### config.mk
export PLATFORM = sky130hd
export DESIGN_NAME = dplim_regs
export DESIGN_NICKNAME = d
export VERILOG_FILES = /design/src/verilog/dplim_pkg.sv /design/src/verilog/dplim_clamp.sv /design/src/verilog/dplim_regs.sv
export SDC_FILE = /design/constraint.sdc
export NUM_CORES = 1
export LEC_CHECK = 0
export ABC_AREA = 1
export BUFFER_PORTS_ARGS = -buffer_cell sky130_fd_sc_hd__buf_2
export CAP_MARGIN = 20
export CORE_UTILIZATION = 61
export CTS_CLUSTER_SIZE = 8
export DETAILED_ROUTE_END_ITERATION = 8
export GPL_TIMING_DRIVEN = 0
export PLACE_DENSITY = 0.87
export SYNTH_ARGS = -nofsm -noshare
export SYNTH_HDL_FRONTEND = slang
export SYNTH_SLANG_ARGS = --single-unit
### constraint.sdc
create_clock -name clk -period 8.5 [get_ports clk]
set_input_delay 0.85 -clock clk [delete_from_list [all_inputs] [get_ports clk]]
set_output_delay 0.85 -clock clk [all_outputs]
set_load 0.05 [all_outputs]
### src/verilog/dplim_pkg.sv
// constants shared by the pull-in limit and interrupt-enable register slice
// Notes on behaviour
// - register 0x41 holds limit bits 7:0, read/write, resets to 0x76
// - register 0x42 bits 1:0 hold limit bits 9:8; bits 7:2 unused; resets to 0x00
// - the joined ten-bit limit is unsigned and bounds offset both up and down
// - register 0x43 holds enable bits 7, 3 and 2, read/write, other bits read zero; resets to 0x00 (all masked)
// - enable bit 7 gates events of reference input three
// - enable bit 3 gates events of reference input two
// - enable bit 2 gates events of reference input one
package dplim_pkg;

    // register access port widths
    localparam int ADDR_W   = 8;
    localparam int DATA_W   = 8;

    // pull-in limit layout
    localparam int LIMIT_W    = 10;
    localparam int LIMIT_LO_W = 8;
    localparam int LIMIT_HI_W = LIMIT_W - LIMIT_LO_W;

    // register offsets on the configuration port
    localparam logic [ADDR_W-1:0] ADDR_LIMIT_LO  = 8'h41;
    localparam logic [ADDR_W-1:0] ADDR_LIMIT_HI  = 8'h42;
    localparam logic [ADDR_W-1:0] ADDR_IRQ_EN_LO = 8'h43;

    // reset values
    localparam logic [LIMIT_LO_W-1:0] RST_LIMIT_LO  = 8'h76;
    localparam logic [LIMIT_HI_W-1:0] RST_LIMIT_HI  = 2'h0;
    localparam logic [DATA_W-1:0]     RST_IRQ_EN_LO = 8'h00;

    // read answer for an unmapped offset and for unused bits
    localparam logic [DATA_W-1:0]     RDATA_ZERO    = 8'h00;

    // reference inputs and their enable bit positions (one, two, three)
    localparam int NUM_REFS = 3;
    localparam int MASK_POS_REF_ONE   = 2;
    localparam int MASK_POS_REF_TWO   = 3;
    localparam int MASK_POS_REF_THREE = 7;
    localparam int MASK_POS [NUM_REFS] = '{MASK_POS_REF_ONE, MASK_POS_REF_TWO,
                                            MASK_POS_REF_THREE};

    // loops served by the clamp: main and auxiliary
    localparam int NUM_LOOPS = 2;
    localparam int LOOP_MAIN = 0;
    localparam int LOOP_AUX  = 1;

endpackage : dplim_pkg

### src/verilog/dplim_clamp.sv
// symmetric clamp of one loop frequency offset against the pull-in limit
`timescale 1ns/1ps
`default_nettype none
module dplim_clamp #(
    parameter int OFS_W = 24                                  // offset width, two's complement
) (
    input  wire logic                            clk,         // system clock
    input  wire logic                            reset,       // synchronous, active high
    input  wire logic signed [OFS_W-1:0]         ofs_in,      // raw loop offset
    input  wire logic signed [OFS_W-1:0]         cal_corr,    // oscillator calibration term
    input  wire logic [dplim_pkg::LIMIT_W-1:0]   limit,       // unsigned pull-in limit
    output logic signed [OFS_W-1:0]              ofs_out,     // clamped offset (registered)
    output logic                                 clipped      // limit was hit (registered)
);

    typedef struct packed {
        logic [OFS_W-1:0] ofs;
        logic             clipped;
    } dplim_clamp_st_t;

    dplim_clamp_st_t st_r;
    dplim_clamp_st_t st_nxt;

    logic signed [OFS_W:0] sum;
    logic signed [OFS_W:0] lim_pos;
    logic signed [OFS_W:0] lim_neg;

    // the limit must sit well inside the offset range so a truncated sum is never mistaken
    if (OFS_W < dplim_pkg::LIMIT_W + 2) begin : g_bad_width
        $error("dplim_clamp: OFS_W too small for the pull-in limit");
    end

    // calibration is folded in before the bound, so the corrected offset is what is limited
    assign sum     = {ofs_in[OFS_W-1], ofs_in} + {cal_corr[OFS_W-1], cal_corr};
    assign lim_pos = signed'({{(OFS_W+1-dplim_pkg::LIMIT_W){1'b0}}, limit});
    assign lim_neg = -lim_pos;

    // next state: bound the magnitude equally in both directions
    always_comb begin
        st_nxt = st_r;
        if (sum > lim_pos) begin
            st_nxt.ofs     = lim_pos[OFS_W-1:0];
            st_nxt.clipped = 1'b1;
        end else if (sum < lim_neg) begin
            st_nxt.ofs     = lim_neg[OFS_W-1:0];
            st_nxt.clipped = 1'b1;
        end else begin
            st_nxt.ofs     = sum[OFS_W-1:0];
            st_nxt.clipped = 1'b0;
        end
        if (reset) begin
            st_nxt = '0;
        end
    end

    // state register
    always_ff @(posedge clk) begin
        st_r <= st_nxt;
    end

    assign ofs_out = signed'(st_r.ofs);
    assign clipped = st_r.clipped;

endmodule // dplim_clamp
`default_nettype wire

### src/verilog/dplim_regs.sv
// pull-in limit and reference interrupt-enable registers with loop offset clamps
`timescale 1ns/1ps
`default_nettype none
module dplim_regs #(
    parameter int OFS_W = 24                                       // loop offset width
) (
    input  wire logic                               clk,           // system clock, 20 MHz
    input  wire logic                               reset,         // synchronous, active high
    // register access from the serial configuration port
    input  wire logic                               reg_wr,        // write strobe, one cycle
    input  wire logic                               reg_rd,        // read strobe, one cycle
    input  wire logic [dplim_pkg::ADDR_W-1:0]       reg_addr,      // register offset
    input  wire logic [dplim_pkg::DATA_W-1:0]       reg_wdata,     // write byte
    output logic [dplim_pkg::DATA_W-1:0]            reg_rdata,     // read byte, registered
    output logic                                    reg_rvalid,    // read answer pulse
    // reference input events and their gated interrupt requests
    input  wire logic [dplim_pkg::NUM_REFS-1:0]     ref_event,     // events: one, two, three
    output logic [dplim_pkg::NUM_REFS-1:0]          ref_irq,       // unmasked events, registered
    // loop offsets
    input  wire logic signed [OFS_W-1:0]            main_ofs_in,   // main loop raw offset
    input  wire logic signed [OFS_W-1:0]            aux_ofs_in,    // aux loop raw offset
    input  wire logic signed [OFS_W-1:0]            cal_corr,      // oscillator calibration
    output logic signed [OFS_W-1:0]                 main_ofs_out,  // main loop clamped offset
    output logic signed [OFS_W-1:0]                 aux_ofs_out,   // aux loop clamped offset
    output logic                                    main_clipped,  // main loop at limit
    output logic                                    aux_clipped,   // aux loop at limit
    output logic [dplim_pkg::LIMIT_W-1:0]           pull_in_limit_value // joined limit
);

    // all state of the slice
    // lim_lo and lim_hi hold the two limit parts; only live bits of the high byte are kept
    // irq_en keeps the three live enable bits in input order, not in byte order
    // rdata and rvalid are the read answer; irq is the gated event stage
    typedef struct packed {
        logic [dplim_pkg::LIMIT_LO_W-1:0] lim_lo;
        logic [dplim_pkg::LIMIT_HI_W-1:0] lim_hi;
        logic [dplim_pkg::NUM_REFS-1:0]   irq_en;
        logic [dplim_pkg::DATA_W-1:0]     rdata;
        logic                             rvalid;
        logic [dplim_pkg::NUM_REFS-1:0]   irq;
    } dplim_regs_st_t;

    // st_r is the only storage; st_nxt is its next value
    dplim_regs_st_t st_r;
    dplim_regs_st_t st_nxt;

    // decode and gating helpers, all combinational
    logic [dplim_pkg::DATA_W-1:0]     irq_en_rb;      // enable byte as read back
    logic [dplim_pkg::NUM_REFS-1:0]   irq_en_wr;      // enable bits picked from write byte
    logic [dplim_pkg::NUM_REFS-1:0]   irq_gated;      // events that pass their enable
    logic [dplim_pkg::DATA_W-1:0]     rd_mux;         // read data before the register
    logic [dplim_pkg::LIMIT_W-1:0]    limit;          // joined limit feeding the clamps

    // loop views indexed by loop number, so the clamps come from one generate loop
    logic signed [OFS_W-1:0]          loop_in   [dplim_pkg::NUM_LOOPS];
    logic signed [OFS_W-1:0]          loop_out  [dplim_pkg::NUM_LOOPS];
    logic [dplim_pkg::NUM_LOOPS-1:0]  loop_clip;

    // elaboration checks: refuse a setup that the decode and the clamps cannot serve
    if (OFS_W < dplim_pkg::LIMIT_W + 2) begin : g_bad_ofs_w
        // the clamp needs room for the limit, a sign bit and a guard bit
        $error("dplim_regs: OFS_W too small for the pull-in limit");
    end
    if (dplim_pkg::LIMIT_LO_W != dplim_pkg::DATA_W) begin : g_bad_lo_w
        // the low limit part is written whole, so it must fill the data byte
        $error("dplim_regs: low limit part must match the data width");
    end
    if (dplim_pkg::LIMIT_HI_W < 1 ||
        dplim_pkg::LIMIT_HI_W > dplim_pkg::DATA_W) begin : g_bad_hi_w
        // the high limit part rides in the low bits of a single byte
        $error("dplim_regs: high limit part must fit one data byte");
    end
    if (dplim_pkg::NUM_LOOPS != 2) begin : g_bad_loops
        // only a main and an auxiliary loop have ports on this slice
        $error("dplim_regs: exactly two loops are served");
    end
    if (dplim_pkg::ADDR_LIMIT_LO == dplim_pkg::ADDR_LIMIT_HI ||
        dplim_pkg::ADDR_LIMIT_HI == dplim_pkg::ADDR_IRQ_EN_LO ||
        dplim_pkg::ADDR_LIMIT_LO == dplim_pkg::ADDR_IRQ_EN_LO) begin : g_bad_addr
        // overlapping offsets would make two case items collide in the decode
        $error("dplim_regs: register offsets must be distinct");
    end

    // the high byte only contributes its low bits; the unused top bits are zero
    // a two-byte update shows one mixed value between the writes, as the parts
    // are not latched together; the clamps follow that value for its span
    assign limit = {st_r.lim_hi, st_r.lim_lo};

    // per reference input: enable bit position, write pick-off and event gating
    // events are taken as already on this clock; a pin source needs its own synchroniser
    for (genvar i = 0; i < dplim_pkg::NUM_REFS; i++) begin : g_ref
        assign irq_en_wr[i] = reg_wdata[dplim_pkg::MASK_POS[i]];
        assign irq_gated[i] = ref_event[i] & st_r.irq_en[i];

        // a position past the byte could never be written or read back
        if (dplim_pkg::MASK_POS[i] >= dplim_pkg::DATA_W) begin : g_bad_pos
            $error("dplim_regs: enable bit position outside the data byte");
        end
        // two inputs on one bit would share a single enable
        for (genvar m = 0; m < i; m++) begin : g_pos_pair
            if (dplim_pkg::MASK_POS[m] == dplim_pkg::MASK_POS[i]) begin : g_bad_pair
                $error("dplim_regs: two inputs share one enable bit");
            end
        end
    end

    // readback of the enable byte; unused positions read as zero
    always_comb begin
        irq_en_rb = dplim_pkg::RDATA_ZERO;
        for (int k = 0; k < dplim_pkg::NUM_REFS; k++) begin
            irq_en_rb[dplim_pkg::MASK_POS[k]] = st_r.irq_en[k];
        end
    end

    // read decode; an unmapped offset answers zero rather than stalling the port
    // the address is decoded live, so it need only stand during the strobe cycle
    always_comb begin
        case (reg_addr)
            dplim_pkg::ADDR_LIMIT_LO: begin
                rd_mux = st_r.lim_lo;
            end
            dplim_pkg::ADDR_LIMIT_HI: begin
                rd_mux = {{(dplim_pkg::DATA_W-dplim_pkg::LIMIT_HI_W){1'b0}},
                          st_r.lim_hi};
            end
            dplim_pkg::ADDR_IRQ_EN_LO: begin
                rd_mux = irq_en_rb;
            end
            default: begin
                // an unmapped read still answers, so a polling host never waits
                rd_mux = dplim_pkg::RDATA_ZERO;
            end
        endcase
    end

    // next state: writes, read capture, interrupt gating, reset
    // writes to unused bits are dropped here, which is why readback shows zero there
    always_comb begin
        // hold by default; the answer pulse and the event stage refresh every cycle
        st_nxt        = st_r;
        st_nxt.rvalid = 1'b0;
        st_nxt.irq    = irq_gated;
        // each offset owns its own bits; a stray offset changes nothing
        if (reg_wr) begin
            case (reg_addr)
                dplim_pkg::ADDR_LIMIT_LO: begin
                    st_nxt.lim_lo = reg_wdata;
                end
                dplim_pkg::ADDR_LIMIT_HI: begin
                    st_nxt.lim_hi = reg_wdata[dplim_pkg::LIMIT_HI_W-1:0];
                end
                dplim_pkg::ADDR_IRQ_EN_LO: begin
                    st_nxt.irq_en = irq_en_wr;
                end
                default: begin
                    // unmapped offsets are ignored
                end
            endcase
        end
        // a read in the same cycle as a write returns the value before the write
        if (reg_rd) begin
            st_nxt.rvalid = 1'b1;
            st_nxt.rdata  = rd_mux;
        end
        // reset comes last, so it wins over a write or a read in the same cycle
        if (reset) begin
            st_nxt.lim_lo = dplim_pkg::RST_LIMIT_LO;
            st_nxt.lim_hi = dplim_pkg::RST_LIMIT_HI;
            for (int k = 0; k < dplim_pkg::NUM_REFS; k++) begin
                st_nxt.irq_en[k] = dplim_pkg::RST_IRQ_EN_LO[dplim_pkg::MASK_POS[k]];
            end
            // the read answer is dropped too, so no stale pulse leaks out of reset
            st_nxt.rdata  = dplim_pkg::RDATA_ZERO;
            st_nxt.rvalid = 1'b0;
            st_nxt.irq    = '0;
        end
    end

    // state register
    // reset is folded into st_nxt, so this process stays a plain copy
    always_ff @(posedge clk) begin
        st_r <= st_nxt;
    end

    // both loops see the same limit and calibration term
    assign loop_in[dplim_pkg::LOOP_MAIN] = main_ofs_in;
    assign loop_in[dplim_pkg::LOOP_AUX]  = aux_ofs_in;

    // one clamp per loop; both take the same limit, so a limit write moves both
    // loops on the same edge, one cycle after the write is taken
    for (genvar j = 0; j < dplim_pkg::NUM_LOOPS; j++) begin : g_loop
        dplim_clamp #(
            .OFS_W    (OFS_W)
        ) u_clamp (
            .clk      (clk),
            .reset    (reset),
            .ofs_in   (loop_in[j]),
            .cal_corr (cal_corr),
            .limit    (limit),
            .ofs_out  (loop_out[j]),
            .clipped  (loop_clip[j])
        );
    end

    // register port answers
    assign reg_rdata           = st_r.rdata;
    assign reg_rvalid          = st_r.rvalid;

    // gated interrupt requests
    assign ref_irq             = st_r.irq;

    // clamped loop offsets and their limit flags
    assign main_ofs_out        = loop_out[dplim_pkg::LOOP_MAIN];
    assign aux_ofs_out         = loop_out[dplim_pkg::LOOP_AUX];
    assign main_clipped        = loop_clip[dplim_pkg::LOOP_MAIN];
    assign aux_clipped         = loop_clip[dplim_pkg::LOOP_AUX];

    // joined limit, as the clamps see it
    assign pull_in_limit_value = limit;

endmodule // dplim_regs
`default_nettype wire
==> After elaboration in Yosys (flattened, before gate mapping) <==
Cells that the tools add are included.
{ "word_totals": {"reg_bits": 75, "wordCells": 36} }
{ "classes": {"addsub": 3, "n_eq_ne": 3, "n_bitwise": 3, "magnitude_cmp": 4, "n_reduce_logical": 5, "mux": 6} }
{ "ops": {"columns": ["cell", "n"], "rows": [
  ["$add 24x24->25", 2],
  ["$gt 25x11->1", 2],
  ["$lt 25x25->1", 2],
  ["$mux 25", 2],
  ["$neg 10->25", 1],
  ["$eq 8x7->1 const B", 3],
  ["$pmux 8 s3", 1],
  ["$mux 11", 2],
  ["$reduce_and 2->1", 3],
  ["$reduce_or 2->1", 2],
  ["$and 1x1->1", 3],
  ["$mux 1", 1]
]} }

==> Logic depth before layout (Yosys ltp) <==
Gate-level depths: netlist (run 1).
{ "depth": {"word_depth": 4, "depth_mapped": 29} }

==> By module <==
From an unflattened synthesis (run 1), not the netlist that was laid out.
{ "unflattened": {"cells_unflattened": 1508, "hier_area_um2": 9019.9} }
{ "by_module_without_submodules": {"columns": ["module", "instances", "seq_area_each_um2", "area_each_um2", "cells_per_inst"], "rows": [
  ["dplim_clamp (g_loop[0].u_clamp)", 1, 500.5, 3996.3, 693],
  ["dplim_clamp (g_loop[1].u_clamp)", 1, 500.5, 3953.8, 677],
  ["dplim_regs", 1, 500.5, 1069.8, 138]
]} }

==> Worst setup path after synthesis (run 1) <==
Ideal clock, no wire load.
{ "synth_timing": {"path_type": "input to register", "startpoint": "input port aux_ofs_in[0]", "endpoint": "register g_loop[1].u_clamp.st_r (netlist bit g_loop[1].u_clamp.ofs_out[21])", "path_stages": 25, "setup_time_ps": 68, "t_arrival_ps": 4273, "slack_ps": 4159, "path_buffers": 1, "cell_sequence": "ha_1 > fa_1 > nand3_1 > nand3_2 > nand3_1 > nand3_1 > nand2_1 > nand2_1 > nand3_1 > nand3_2 > xor2_4 > inv_1 > ha_1 > nand2_1 > inv_1 > nand3_1 > inv_1 > nand2_1 > o211ai_1 > a21oi_1 > nand3_1 > nand2_1 > clkbuf_1 > nand2_1 > a21oi_2"} }
{ "synth_between": {"elab_chain_len": 3} }
{ "synth_lines": {"columns": ["item", "line_no", "rtl"], "rows": [
  ["from (decl)", "dplim_regs.sv:21", "input wire logic signed [OFS_W-1:0] aux_ofs_in,"],
  ["$add 24x24->25 *", "dplim_clamp.sv:34", "assign sum = {ofs_in[OFS_W-1], ofs_in} + {cal_corr[OFS_W-1], cal_corr};"],
  ["$lt 25x25->1 / $gt 25x11->1 (equally long branches)", "dplim_clamp.sv:44, dplim_clamp.sv:41", null],
  ["$mux 25 / $reduce_or 2->1 (equally long branches)", null, null],
  ["to (signal assigned)", "dplim_clamp.sv:58", "st_r <= st_nxt;"],
  ["to (decl)", "dplim_clamp.sv:21", "dplim_clamp_st_t st_r;"]
]} }
Every way passes the cells marked *; elsewhere a longest branch is shown, timed or not.
A chain may end at the register's enable or synchronous reset.

==> Final worst setup path (run 1) <==
{ "layout_timing": {"startpoint": "input port main_ofs_in[0]", "endpoint": "register g_loop[0].u_clamp.st_r (netlist bit g_loop[0].u_clamp.ofs_out[7])"} }
{ "layout_between": {"elab_chain_len": 4} }
{ "layout_lines": {"columns": ["item", "line_no", "rtl"], "rows": [
  ["from (decl)", "dplim_regs.sv:20", "input wire logic signed [OFS_W-1:0] main_ofs_in,"],
  ["$add 24x24->25 *", "dplim_clamp.sv:34", null],
  ["$lt 25x25->1", "dplim_clamp.sv:44", "end else if (sum < lim_neg) begin"],
  ["$mux 25", "dplim_clamp.sv:44", null],
  ["$mux 11 *", "dplim_clamp.sv:41", "if (sum > lim_pos) begin"],
  ["to (signal assigned)", "dplim_clamp.sv:58", null],
  ["to (decl)", "dplim_clamp.sv:21", null]
]} }
Marked as above.

==> metrics.txt, run 1 <==
routed wire length=approximately 26000 microns; largest net degree at the start of global routing=14; clock transition at the registers of the reported paths=around 0.06 ns; Post-DRT Antenna Nets=0; Die Ht=~120 microns; r2r setup slk=4.20 ns; share of layout cells above drive strength 1=approximately 15%; clk_lat worst skew=approximately 0.33 ns; std cell rows=just over 40; Bufs on Longest Clock Path=2; DP HPWL=approximately 22000 microns; CP Launch Type=input port; syn avg cell area=between 6 and 7 sq um; WL per Instance=15.3 microns; # setup viols final=0; Tcrit/Tclk final=between 60 and 70%; cell count after synthesis=about 1300; CP Capture Type=flop; Post-CTS Setup Bufs=0; R2R Path End=g_loop[0].u_clamp.ofs_out[7]; number of vias per cell=approximately 5.6; Slew Limit Fails=0; root buf cell=clkbuf_16; gpl congestion=0.931; DRC=0; starting density of the core=63.8%; top_reg_cell synth=dfxtp_1; RSZ-0062 raised after global routing=no; Post-Route Setup TNS=0 ns; Synth warnings=0; Finished Core Util=between 70% and 80%; area grow syn2layout=16.2%; Pleak=between 5 and 6 nW; DRT Pass-1 Iters=7; Req. time, crit path=8.76 ns; Worst VDD drop=between 90 and 100 uV; final worst path period need=5.26 ns; Cell Area, Synth=8180 sq um; Hold-fix buffers, CTS=0; Slew @ Worst Pin=0.620 ns; Endpoint, Worst Hold=ref_irq[0]; register area share after synthesis=~18%; Hold Path Class=reg2reg; MaxCap Viol Count=0; PortBufs=around 170; Fmax achieved=~190 MHz; DIE AREA=~14000 sq um; initial antenna violation count=0; TritonCTS buffer count=9; CTS tree=done; total power=~0.0016 W; sequential standard cell area=~1500 sq um; Post-synth ARST share=0%; Hold Startpoint=irq_en_rb[2]; CP arrival=roughly 5.5 ns; Synth Register Bits=75; H-tree levels=3; vias in the first global route=~8700; Pwr per Cell Area=~160 nW/um^2; Fin Clk Skew=0.00625 ns; Filler Cells Inserted=1140; Register-to-Register Path Depth=24; worst r2r src=pull_in_limit_value[0]; Final nets=1738; boundary pin count=167; area of the multi-input gates=roughly 5800 sq um; placed instance count=approximately 1700; hold path depth=2; global-route wire length before repair=41400 microns; grt total ovfl=0; Tot GR Track Use=37.0%; Core Area=about 13000 sq um; Horiz. Die Dim=approximately 120 microns; Sink Count=75; via count=around 9600; Crit Path Max Fanout=10; outcome=completed; n_diodes=0; syn nets=1561; initial drt markers=slightly above 900; synth unique cells=40; Hold Violations, Final=0; Rel. slew slack=around 58%; final cell count without fillers=approximately 1700; Post-synth EDFFs=0; kind of critical path=in2reg; Post-CTS Resized=0
-- worst max-delay path, cell delays in order --
cell and delay, ns:
buf_2 0.10, ha_1 0.26, fa_1 0.47, nand3_1 0.11
nand3_1 0.14, nand3_1 0.14, nand3_1 0.20, nand2_1 0.12
nand2_1 0.07, nand3_1 0.07, nand2_1 0.06, xor2_1 0.32
buf_2 0.30, inv_1 0.07, ha_1 0.36, a21oi_1 0.18
o21ai_0 0.11, a21oi_1 0.15, o21a_1 0.18, nand3_1 0.09
nand2_1 0.30, clkbuf_1 0.50, nand2_1 0.10, o21ai_0 0.10
nand3_1 0.09, nand2_1 0.10
-- layout by cell type, fill, tap and decap left out, types with 5 or more instances in the layout --
cell type  synthesis  routed
clkbuf_1          12      13
dfxtp_1           75      75
nand3b_1          13      13
nor3_1            19      19
nor2_1            62      62
nand3_1           89      89
o21ai_0           34      34
buf_2              4     170
inv_1            217     217
a21oi_1          123     123
o22ai_1            5       5
nand4_1           20      20
nor2_2            11      11
nand2_2            8       8
xor2_1            19      19
ha_1             117     117
a21oi_2           10      10
clkbuf_16          0       9
nand2_1          467     467
-- cell usage after synthesis, types with 2 or more instances --
cell type / instances / area share [%]
o31a_1: 2 / 0.21
xor2_1: 19 / 2.0
buf_2: 4 / 0.24
o22ai_1: 5 / 0.38
nor4_1: 4 / 0.31
nor3_1: 19 / 1.2
nor2_2: 11 / 0.84
fa_1: 2 / 0.49
nand3_2: 4 / 0.49
nand3_1: 89 / 5.4
buf_6: 2 / 0.28
ha_1: 117 / 18
a21oi_2: 10 / 1.1
o31ai_1: 3 / 0.28
clkbuf_1: 12 / 0.55
inv_2: 3 / 0.14
a21oi_1: 123 / 7.5
nand2_4: 2 / 0.28
o21ai_0: 34 / 2.1
inv_1: 217 / 10
nor2_1: 62 / 2.8
nand2_2: 8 / 0.61
o211ai_1: 2 / 0.18
dfxtp_1: 75 / 18
o21ai_1: 3 / 0.18
o21a_1: 2 / 0.18
xnor2_1: 3 / 0.32
nand2_1: 467 / 21
nand4_1: 20 / 1.5
nand3b_1: 13 / 1.2
-- through the flow --
stage / area (sq um) / hold slack, ns / worst slack [ns]
3_3_place_gp: 9220 / 0.416 / 3.09
4_1_cts: 9500 / 0.441 / 3.35
2_1_floorplan: 8180 / 0.410 / 4.16
5_1_grt: 9500 / 0.467 / 2.86
3_5_place_dp: 9220 / 0.433 / 3.04
6_report: 9500 / 0.442 / 3.24
-- report_power, final --
part / leakage (nW) / total [W] / switching (W) / internal (W)
Clock: 0.132 / 0.000351 / 0.000145 / 0.000206
Combinational: 4.81 / 0.000803 / 0.000575 / 0.000228
Sequential: 0.616 / 0.000403 / 0.0000101 / 0.000392
-- cell type report --
cell class / count / share of cell area [%]
inverters: 220 / 8.69
clock buffers: 11 / 2.55
repair buffers: 166 / 8.74
clock inverters: 5 / 0.395
flip-flops and latches: 75 / 15.8
well taps: 172 / 2.26
multi-input cells: 1033 / 60.6
plain buffers: 19 / 1.00
-- worst max-delay path by stage --
stage,from,endpoint,slack [ns],cells past startpoint
global route,cal_corr[0],g_loop[0].u_clamp.ofs_out[9],2.86,26
detailed placement,main_ofs_in[0],g_loop[0].u_clamp.ofs_out[7],3.04,26
finish,main_ofs_in[0],g_loop[0].u_clamp.ofs_out[7],3.24,26
CTS,main_ofs_in[0],g_loop[0].u_clamp.ofs_out[7],3.35,26
floorplan,aux_ofs_in[0],g_loop[1].u_clamp.ofs_out[21],4.16,25
global placement,main_ofs_in[0],g_loop[0].u_clamp.ofs_out[7],3.09,26
-- kinds of logic (layout without fill, tap and decap cells) --
logic type,count (synthesis),count (layout),share of synthesized area (%)
DFF,75,75,18.4
adders and majority gates,119,119,18.4
buffers and inverters,239,421,11.3
AOI/OAI and AO/OA,186,186,12.3
xor gates and xnor gates,23,23,2.69
and+or+nand+nor,705,705,37.0
-- per-layer routing --
metal	routed length [microns]	part of all wire, %	GRT usage [%]
met4	794	3.0	13.5
met3	2350	9.0	4.07
met5	0	0	0
met1	10600	41	46.1
met2	12400	47	65.5
-- flip-flops by register name, summed over array words and instances (netlist names) --
signal	count
g_loop.u_clamp.clipped	2
reg_rvalid	1
ref_irq	3
irq_en_rb	3
g_loop.u_clamp.ofs_out	48
reg_rdata	8
pull_in_limit_value	10
(Power assumes the default switching activity.)
==> inputs of run 2 (changes only) <==
CORE_UTILIZATION = 57   (was 61)
PLACE_DENSITY = 0.82   (was 0.87)
clock period = 4.9 ns   (was 8.5 ns; I/O delays follow)
==> run 2 against run 1 <==
Net effect: flip-flop and latch count is the same; clock power grew 99%; clock-buffer cell count shrank 1; via count shrank 2.2%; combinational power grew 73%; final cell count grew 0.41%; total power grew 79%; critical path type unchanged; largest cell class unchanged; highest routed layer unchanged.
==> metrics.txt, run 2 (synthesis gave the netlist of run 1 again) <==
H-tree levels=3; vias in the first global route=roughly 8300; gpl congestion=0.948; starting density of the core=a little under 60%; Crit path top cell by count=nand2_1; largest net degree at the start of global routing=14; Crit Path Max Fanout=10; n_diodes=0; Horiz. Die Dim=122 microns; initial drt markers=approximately 740; # setup viols final=0; grt total ovfl=0; final worst path period need=between 4 and 5 ns; max reg flops=48; WL per Instance=15.0 microns; Hold Violations, Final=0; Pleak=approximately 5.6 nW; slowest stage delay, CP=0.45 ns; clock transition at the registers of the reported paths=about 0.060 ns; RSZ-0062 raised after global routing=no; MaxCap Viol Count=0; Filler Cells Inserted=between 1000 and 1500; Finished Core Util=68.6%; boundary pin count=between 150 and 200; global-route wire length before repair=39700 microns; DR top layer=met4; worst-path cell with the longest stage delay=fa_1; Fin Clk Skew=between 0.004 and 0.005 ns; root buf cell=clkbuf_16; Fmax achieved=about 220 MHz; clk_lat worst skew=roughly 0.33 ns; via count=9374; CP Buf/Inv Count=4; Req. time, crit path=around 5.2 ns; WL met3=1930 microns; Pwr per Cell Area=291 nW/um^2; initial antenna violation count=0; CTS tree=done; Rel. slew slack=around three fifths; Tot GR Track Use=approximately a third; Tcrit/Tclk final=92.4%; fin area=9560 sq um; DIE AREA=between 10000 and 15000 sq um; number of vias per cell=approximately 5.5; outcome=completed; Sink Count=75; std cell rows=43; CP Launch Type=input port; Slew @ Worst Pin=0.596 ns; Final nets=approximately 1700; Routed met1 length=~11000 microns; Slew Limit Fails=0; PortBufs=about 170; wire length on met2=around 12000 microns; Die Ht=122 microns; total power=about 0.0028 W; DRC=0; share of layout cells above drive strength 1=around 15%; routed wire length=~26000 microns; DRT Pass-1 Iters=5; CP top delay family=simple AND/OR/NAND/NOR gates; Bufs on Longest Clock Path=2; commonest non-fill, non-tap cells in the layout=nand2_1 (466), inv_1 (217), buf_2 (171); Worst VDD drop=a little under 200 uV; area grow syn2layout=16.9%; TritonCTS buffer count=9; Post-DRT Antenna Nets=0; Core Area=between 10000 and 15000 sq um; kind of critical path=in2reg; CP Capture Type=flop; CP arrival=4.79 ns; DP Area=a little over 9000 sq um; DP HPWL=between 20000 and 25000 microns; commonest non-fill, non-tap cell in the layout=nand2_1; Hold Path Class=in2reg
-- run 2: cell types whose count changed in the layout (fill, tap and decap cells not counted) --
cell       delta
clkbuf_2      +1
xor2_2        +1
bufinv_16     +2
clkbuf_8      -1
buf_2         +1
xor2_1        -1
nand2_1       -1
nand2_2       +1
clkinv_4      -1
clkbuf_1      -3
-- run 2: cell type report --
class | instances | area, sq um | area share (%)
clock buffer | 10 | 229 | 2.39
sequential | 75 | 1500 | 15.7
buffer | 18 | 93.8 | 0.982
timing repair buffer | 166 | 831 | 8.69
tap | 180 | 225 | 2.36
clock inverter | 6 | 88.8 | 0.929
inverter | 220 | 826 | 8.64
multi-input combinational | 1033 | 5770 | 60.3
-- run 2: worst min-delay path, stage by stage --
cell	delay, ns
buf_2	0.08
a21oi_1	0.05
o21ai_0	0.06
-- run 2: power breakdown --
group,switching [W],internal (W),leakage [nW],total (W)
Clock,0.000251,0.000446,0.149,0.000698
Combinational,0.000993,0.000395,4.81,0.00139
Sequential,0.0000176,0.000681,0.616,0.000698
-- run 2: worst paths after layout --
path | start | end | slack [ns] | depth (start not counted)
setup / recovery | aux_ofs_in[0] | g_loop[1].u_clamp.ofs_out[15] | 0.37 | 25
hold / removal | reg_wdata[5] | pull_in_limit_value[5] | 0.37 | 3
setup reg to reg | pull_in_limit_value[0] | g_loop[1].u_clamp.ofs_out[15] | 0.78 | 22
hold reg to reg | irq_en_rb[7] | ref_irq[2] | 0.43 | 2
-- run 2: what timing repair did --
action                     CTS  global route
setup endpoints to repair    0            32
buffers inserted             0             0
hold buffers                 0             0
resized for setup            0             7
-- run 2: per-layer routing --
layer  vias up  GRT usage, %
li1       4684             -
met1      4195          43.5
met2       426          58.4
met3        69          4.17
met4         0          14.4
met5         -             0
-- run 2: metrics by stage --
stage	hold slack, ns	TNS (ns)	instances	setup slack, ns
after floorplan	0.410	0	1347	0.919
after global placement	0.417	-0.827	1693	-0.184
after detailed placement	0.418	-1.32	1693	-0.189
after CTS	0.373	0	1709	0.126
after global routing	0.376	0	1708	0.0582
final	0.372	0	1708	0.374
==> inputs of run 3 (changes only) <==
CTS_CLUSTER_SIZE = unset   (was 8)
MAX_ROUTING_LAYER = met4   (was unset)
==> run 3 against run 2 <==
Net effect: total power down 2.8%; first-iteration DRC count is 33% higher; global-route usage grew 1.7 points; design area down 0.24%; final cell count is 0.12% higher; register-to-register slack got worse by 0.05 ns; maximum frequency decreased by 0.42%; setup slack got worse by 0.019 ns; non-clock buffer count is 2 higher; die area did not move; combinational power barely moved; largest power group unchanged.
==> metrics.txt, run 3 (synthesis gave the netlist of run 1 again) <==
outcome=completed; area of the multi-input gates=5770 sq um; Bufs on Longest Clock Path=2; DP HPWL=21800 microns; Clk pwr share=between 20% and 30%; Slew @ Worst Pin=between 0.6 and 0.7 ns; WL per Instance=approximately 15 microns; DRT Pass-1 Iters=5; CP Capture Type=flop; area grow syn2layout=16.6%; Fmax achieved=between 200 and 250 MHz; Req. time, crit path=roughly 5.2 ns; vias in the first global route=~8400; Endpoint, Worst Hold=pull_in_limit_value[5]; number of vias per cell=~5.5; Tot GR Track Use=between 30% and 40%; Final nets=approximately 1700; # setup viols final=0; r2r setup slk=around 0.73 ns; final worst path period need=about 4.5 ns; Filler Cells Inserted=approximately 1300; Combinational Power Share=between 50 and 60%; kind of critical path=in2reg; Rel. slew slack=between 50% and 60%; boundary pin count=approximately 170; share of layout cells above drive strength 1=between 15 and 20%; switch share=a little under half; Pleak=5.57 nW; largest net degree at the start of global routing=14; clk_lat worst skew=roughly 0.34 ns; RSZ-0062 raised after global routing=no; starting density of the core=~60%; via count=9320; Worst VDD drop=169 uV; worst hold margin=approximately 0.37 ns; Post-DRT Antenna Nets=0; pre-CTS WS=-0.232 ns; TritonCTS buffer count=9; CTS tree=done; H-tree levels=3; grt total ovfl=0; CP startpoint=aux_ofs_in[0]; routed wire length=about 26000 microns; fin worst setup slack=roughly 0.36 ns; GRT met1 Usage=44.1%; clock transition at the registers of the reported paths=approximately 0.060 ns; Hold Startpoint=reg_wdata[5]; Seq pwr share=between 20% and 30%; Core Area=between 10000 and 15000 sq um; std cell rows=43; gpl congestion=between 0.9 and 1; commonest non-fill, non-tap cells in the layout=nand2_1 (466), inv_1 (217), buf_2 (170); n_diodes=0; DRC=0; sequential standard cell area=1500 sq um; total power=0.00270 W; M2 GR Usage=a little under 60%; Tcrit/Tclk final=92.8%; hold path depth=3; MaxCap Viol Count=0; Hold Path Class=in2reg; worst r2r src=pull_in_limit_value[0]; Finished Core Util=about two thirds; P_int=around 0.0014 W; Hold Violations, Final=0; Slew Limit Fails=0; Net Sw Power=~0.0013 W; CP arrival=roughly 4.8 ns; Crit Path Max Fanout=10; root buf cell=clkbuf_16; initial antenna violation count=0; Hold-fix buffers, CTS=0; global-route wire length before repair=a little over 40000 microns; Pwr per Cell Area=around 280 nW/um^2; max reg flops=48; Sink Count=75; CP Launch Type=input port; GRT busiest layer=met2; R2R Path End=g_loop[1].u_clamp.ofs_out[6]; initial drt markers=~1000; GR Util met3=5.01%; Die Ht=about 120 microns; PortBufs=~170; Horiz. Die Dim=around 120 microns; DIE AREA=14800 sq um; Register-to-Register Path Depth=22; Fin Clk Skew=about 0.0064 ns; commonest non-fill, non-tap cell in the layout=nand2_1
-- run 3: cell count changes in the layout (fill, tap and decap cells not counted) --
cell / change
buf_4: +1
clkinv_4: +1
buf_2: -1
clkbuf_8: +1
clkbuf_2: +1
bufinv_16: -2
clkbuf_4: +1
-- run 3: worst max path at each step --
stage                                          endpoint  depth (start not counted)
after floorplan           g_loop[1].u_clamp.ofs_out[21]                         25
after global placement    g_loop[1].u_clamp.ofs_out[12]                         25
after detailed placement  g_loop[1].u_clamp.ofs_out[10]                         25
after CTS                 g_loop[1].u_clamp.ofs_out[10]                         25
after global routing       g_loop[1].u_clamp.ofs_out[6]                         27
final                      g_loop[1].u_clamp.ofs_out[6]                         27
-- run 3: critical path, stage by stage --
cell	delay, ns
buf_2	0.10
ha_1	0.26
fa_1	0.45
nand3_1	0.13
nand3_2	0.11
nand3_1	0.13
nand3_1	0.18
nand2_1	0.13
nand2_1	0.07
nand3_1	0.08
nand3_2	0.12
xor2_4	0.23
inv_1	0.07
ha_1	0.37
nand2_1	0.09
inv_1	0.06
nand3_1	0.08
nor3_1	0.34
a21oi_1	0.20
nand2_1	0.12
nand2_1	0.05
nand2_1	0.23
buf_2	0.31
nand2_1	0.08
o21ai_0	0.12
nand3_1	0.10
nand2_1	0.11
-- run 3: per-layer routing --
metal	vias up	part of all wire [%]
met4	0	3.3
met3	63	8.1
li1	4691	-
met1	4141	43
met2	425	46
met5	-	0
-- run 3: timing repair --
item,4_1_cts,5_1_grt
setup endpoints to repair,0,45
setup buffers,0,1
gates resized for setup,0,10
-- run 3: area by class of cell --
| type | count | area share, % |
|---|---|---|
| multi-input cells | 1033 | 60.4 |
| flip-flops and latches | 75 | 15.7 |
| repair buffers | 167 | 8.79 |
| inverters | 220 | 8.66 |
| clock buffers | 11 | 2.54 |
| well taps | 180 | 2.36 |
| plain buffers | 19 | 1.06 |
| clock inverters | 5 | 0.394 |
-- run 3: power groups by stage --
stage                     combinational, W  sequential [W]  clock (W)
after CTS                          0.00136        0.000698   0.000614
after global routing               0.00153        0.000704   0.000637
final                              0.00140        0.000697   0.000611
after detailed placement           0.00136        0.000710          0
after global placement             0.00134        0.000707          0
after floorplan                   0.000737        0.000962          0
-- run 3: stage by stage --
stage	cell area (sq um)	setup TNS [ns]	cells
floorplan	8180	0	1347
global placement	9230	-2.29	1693
detailed placement	9230	-4.39	1693
CTS	9510	0	1709
global route	9540	0	1710
finish	9540	0	1710
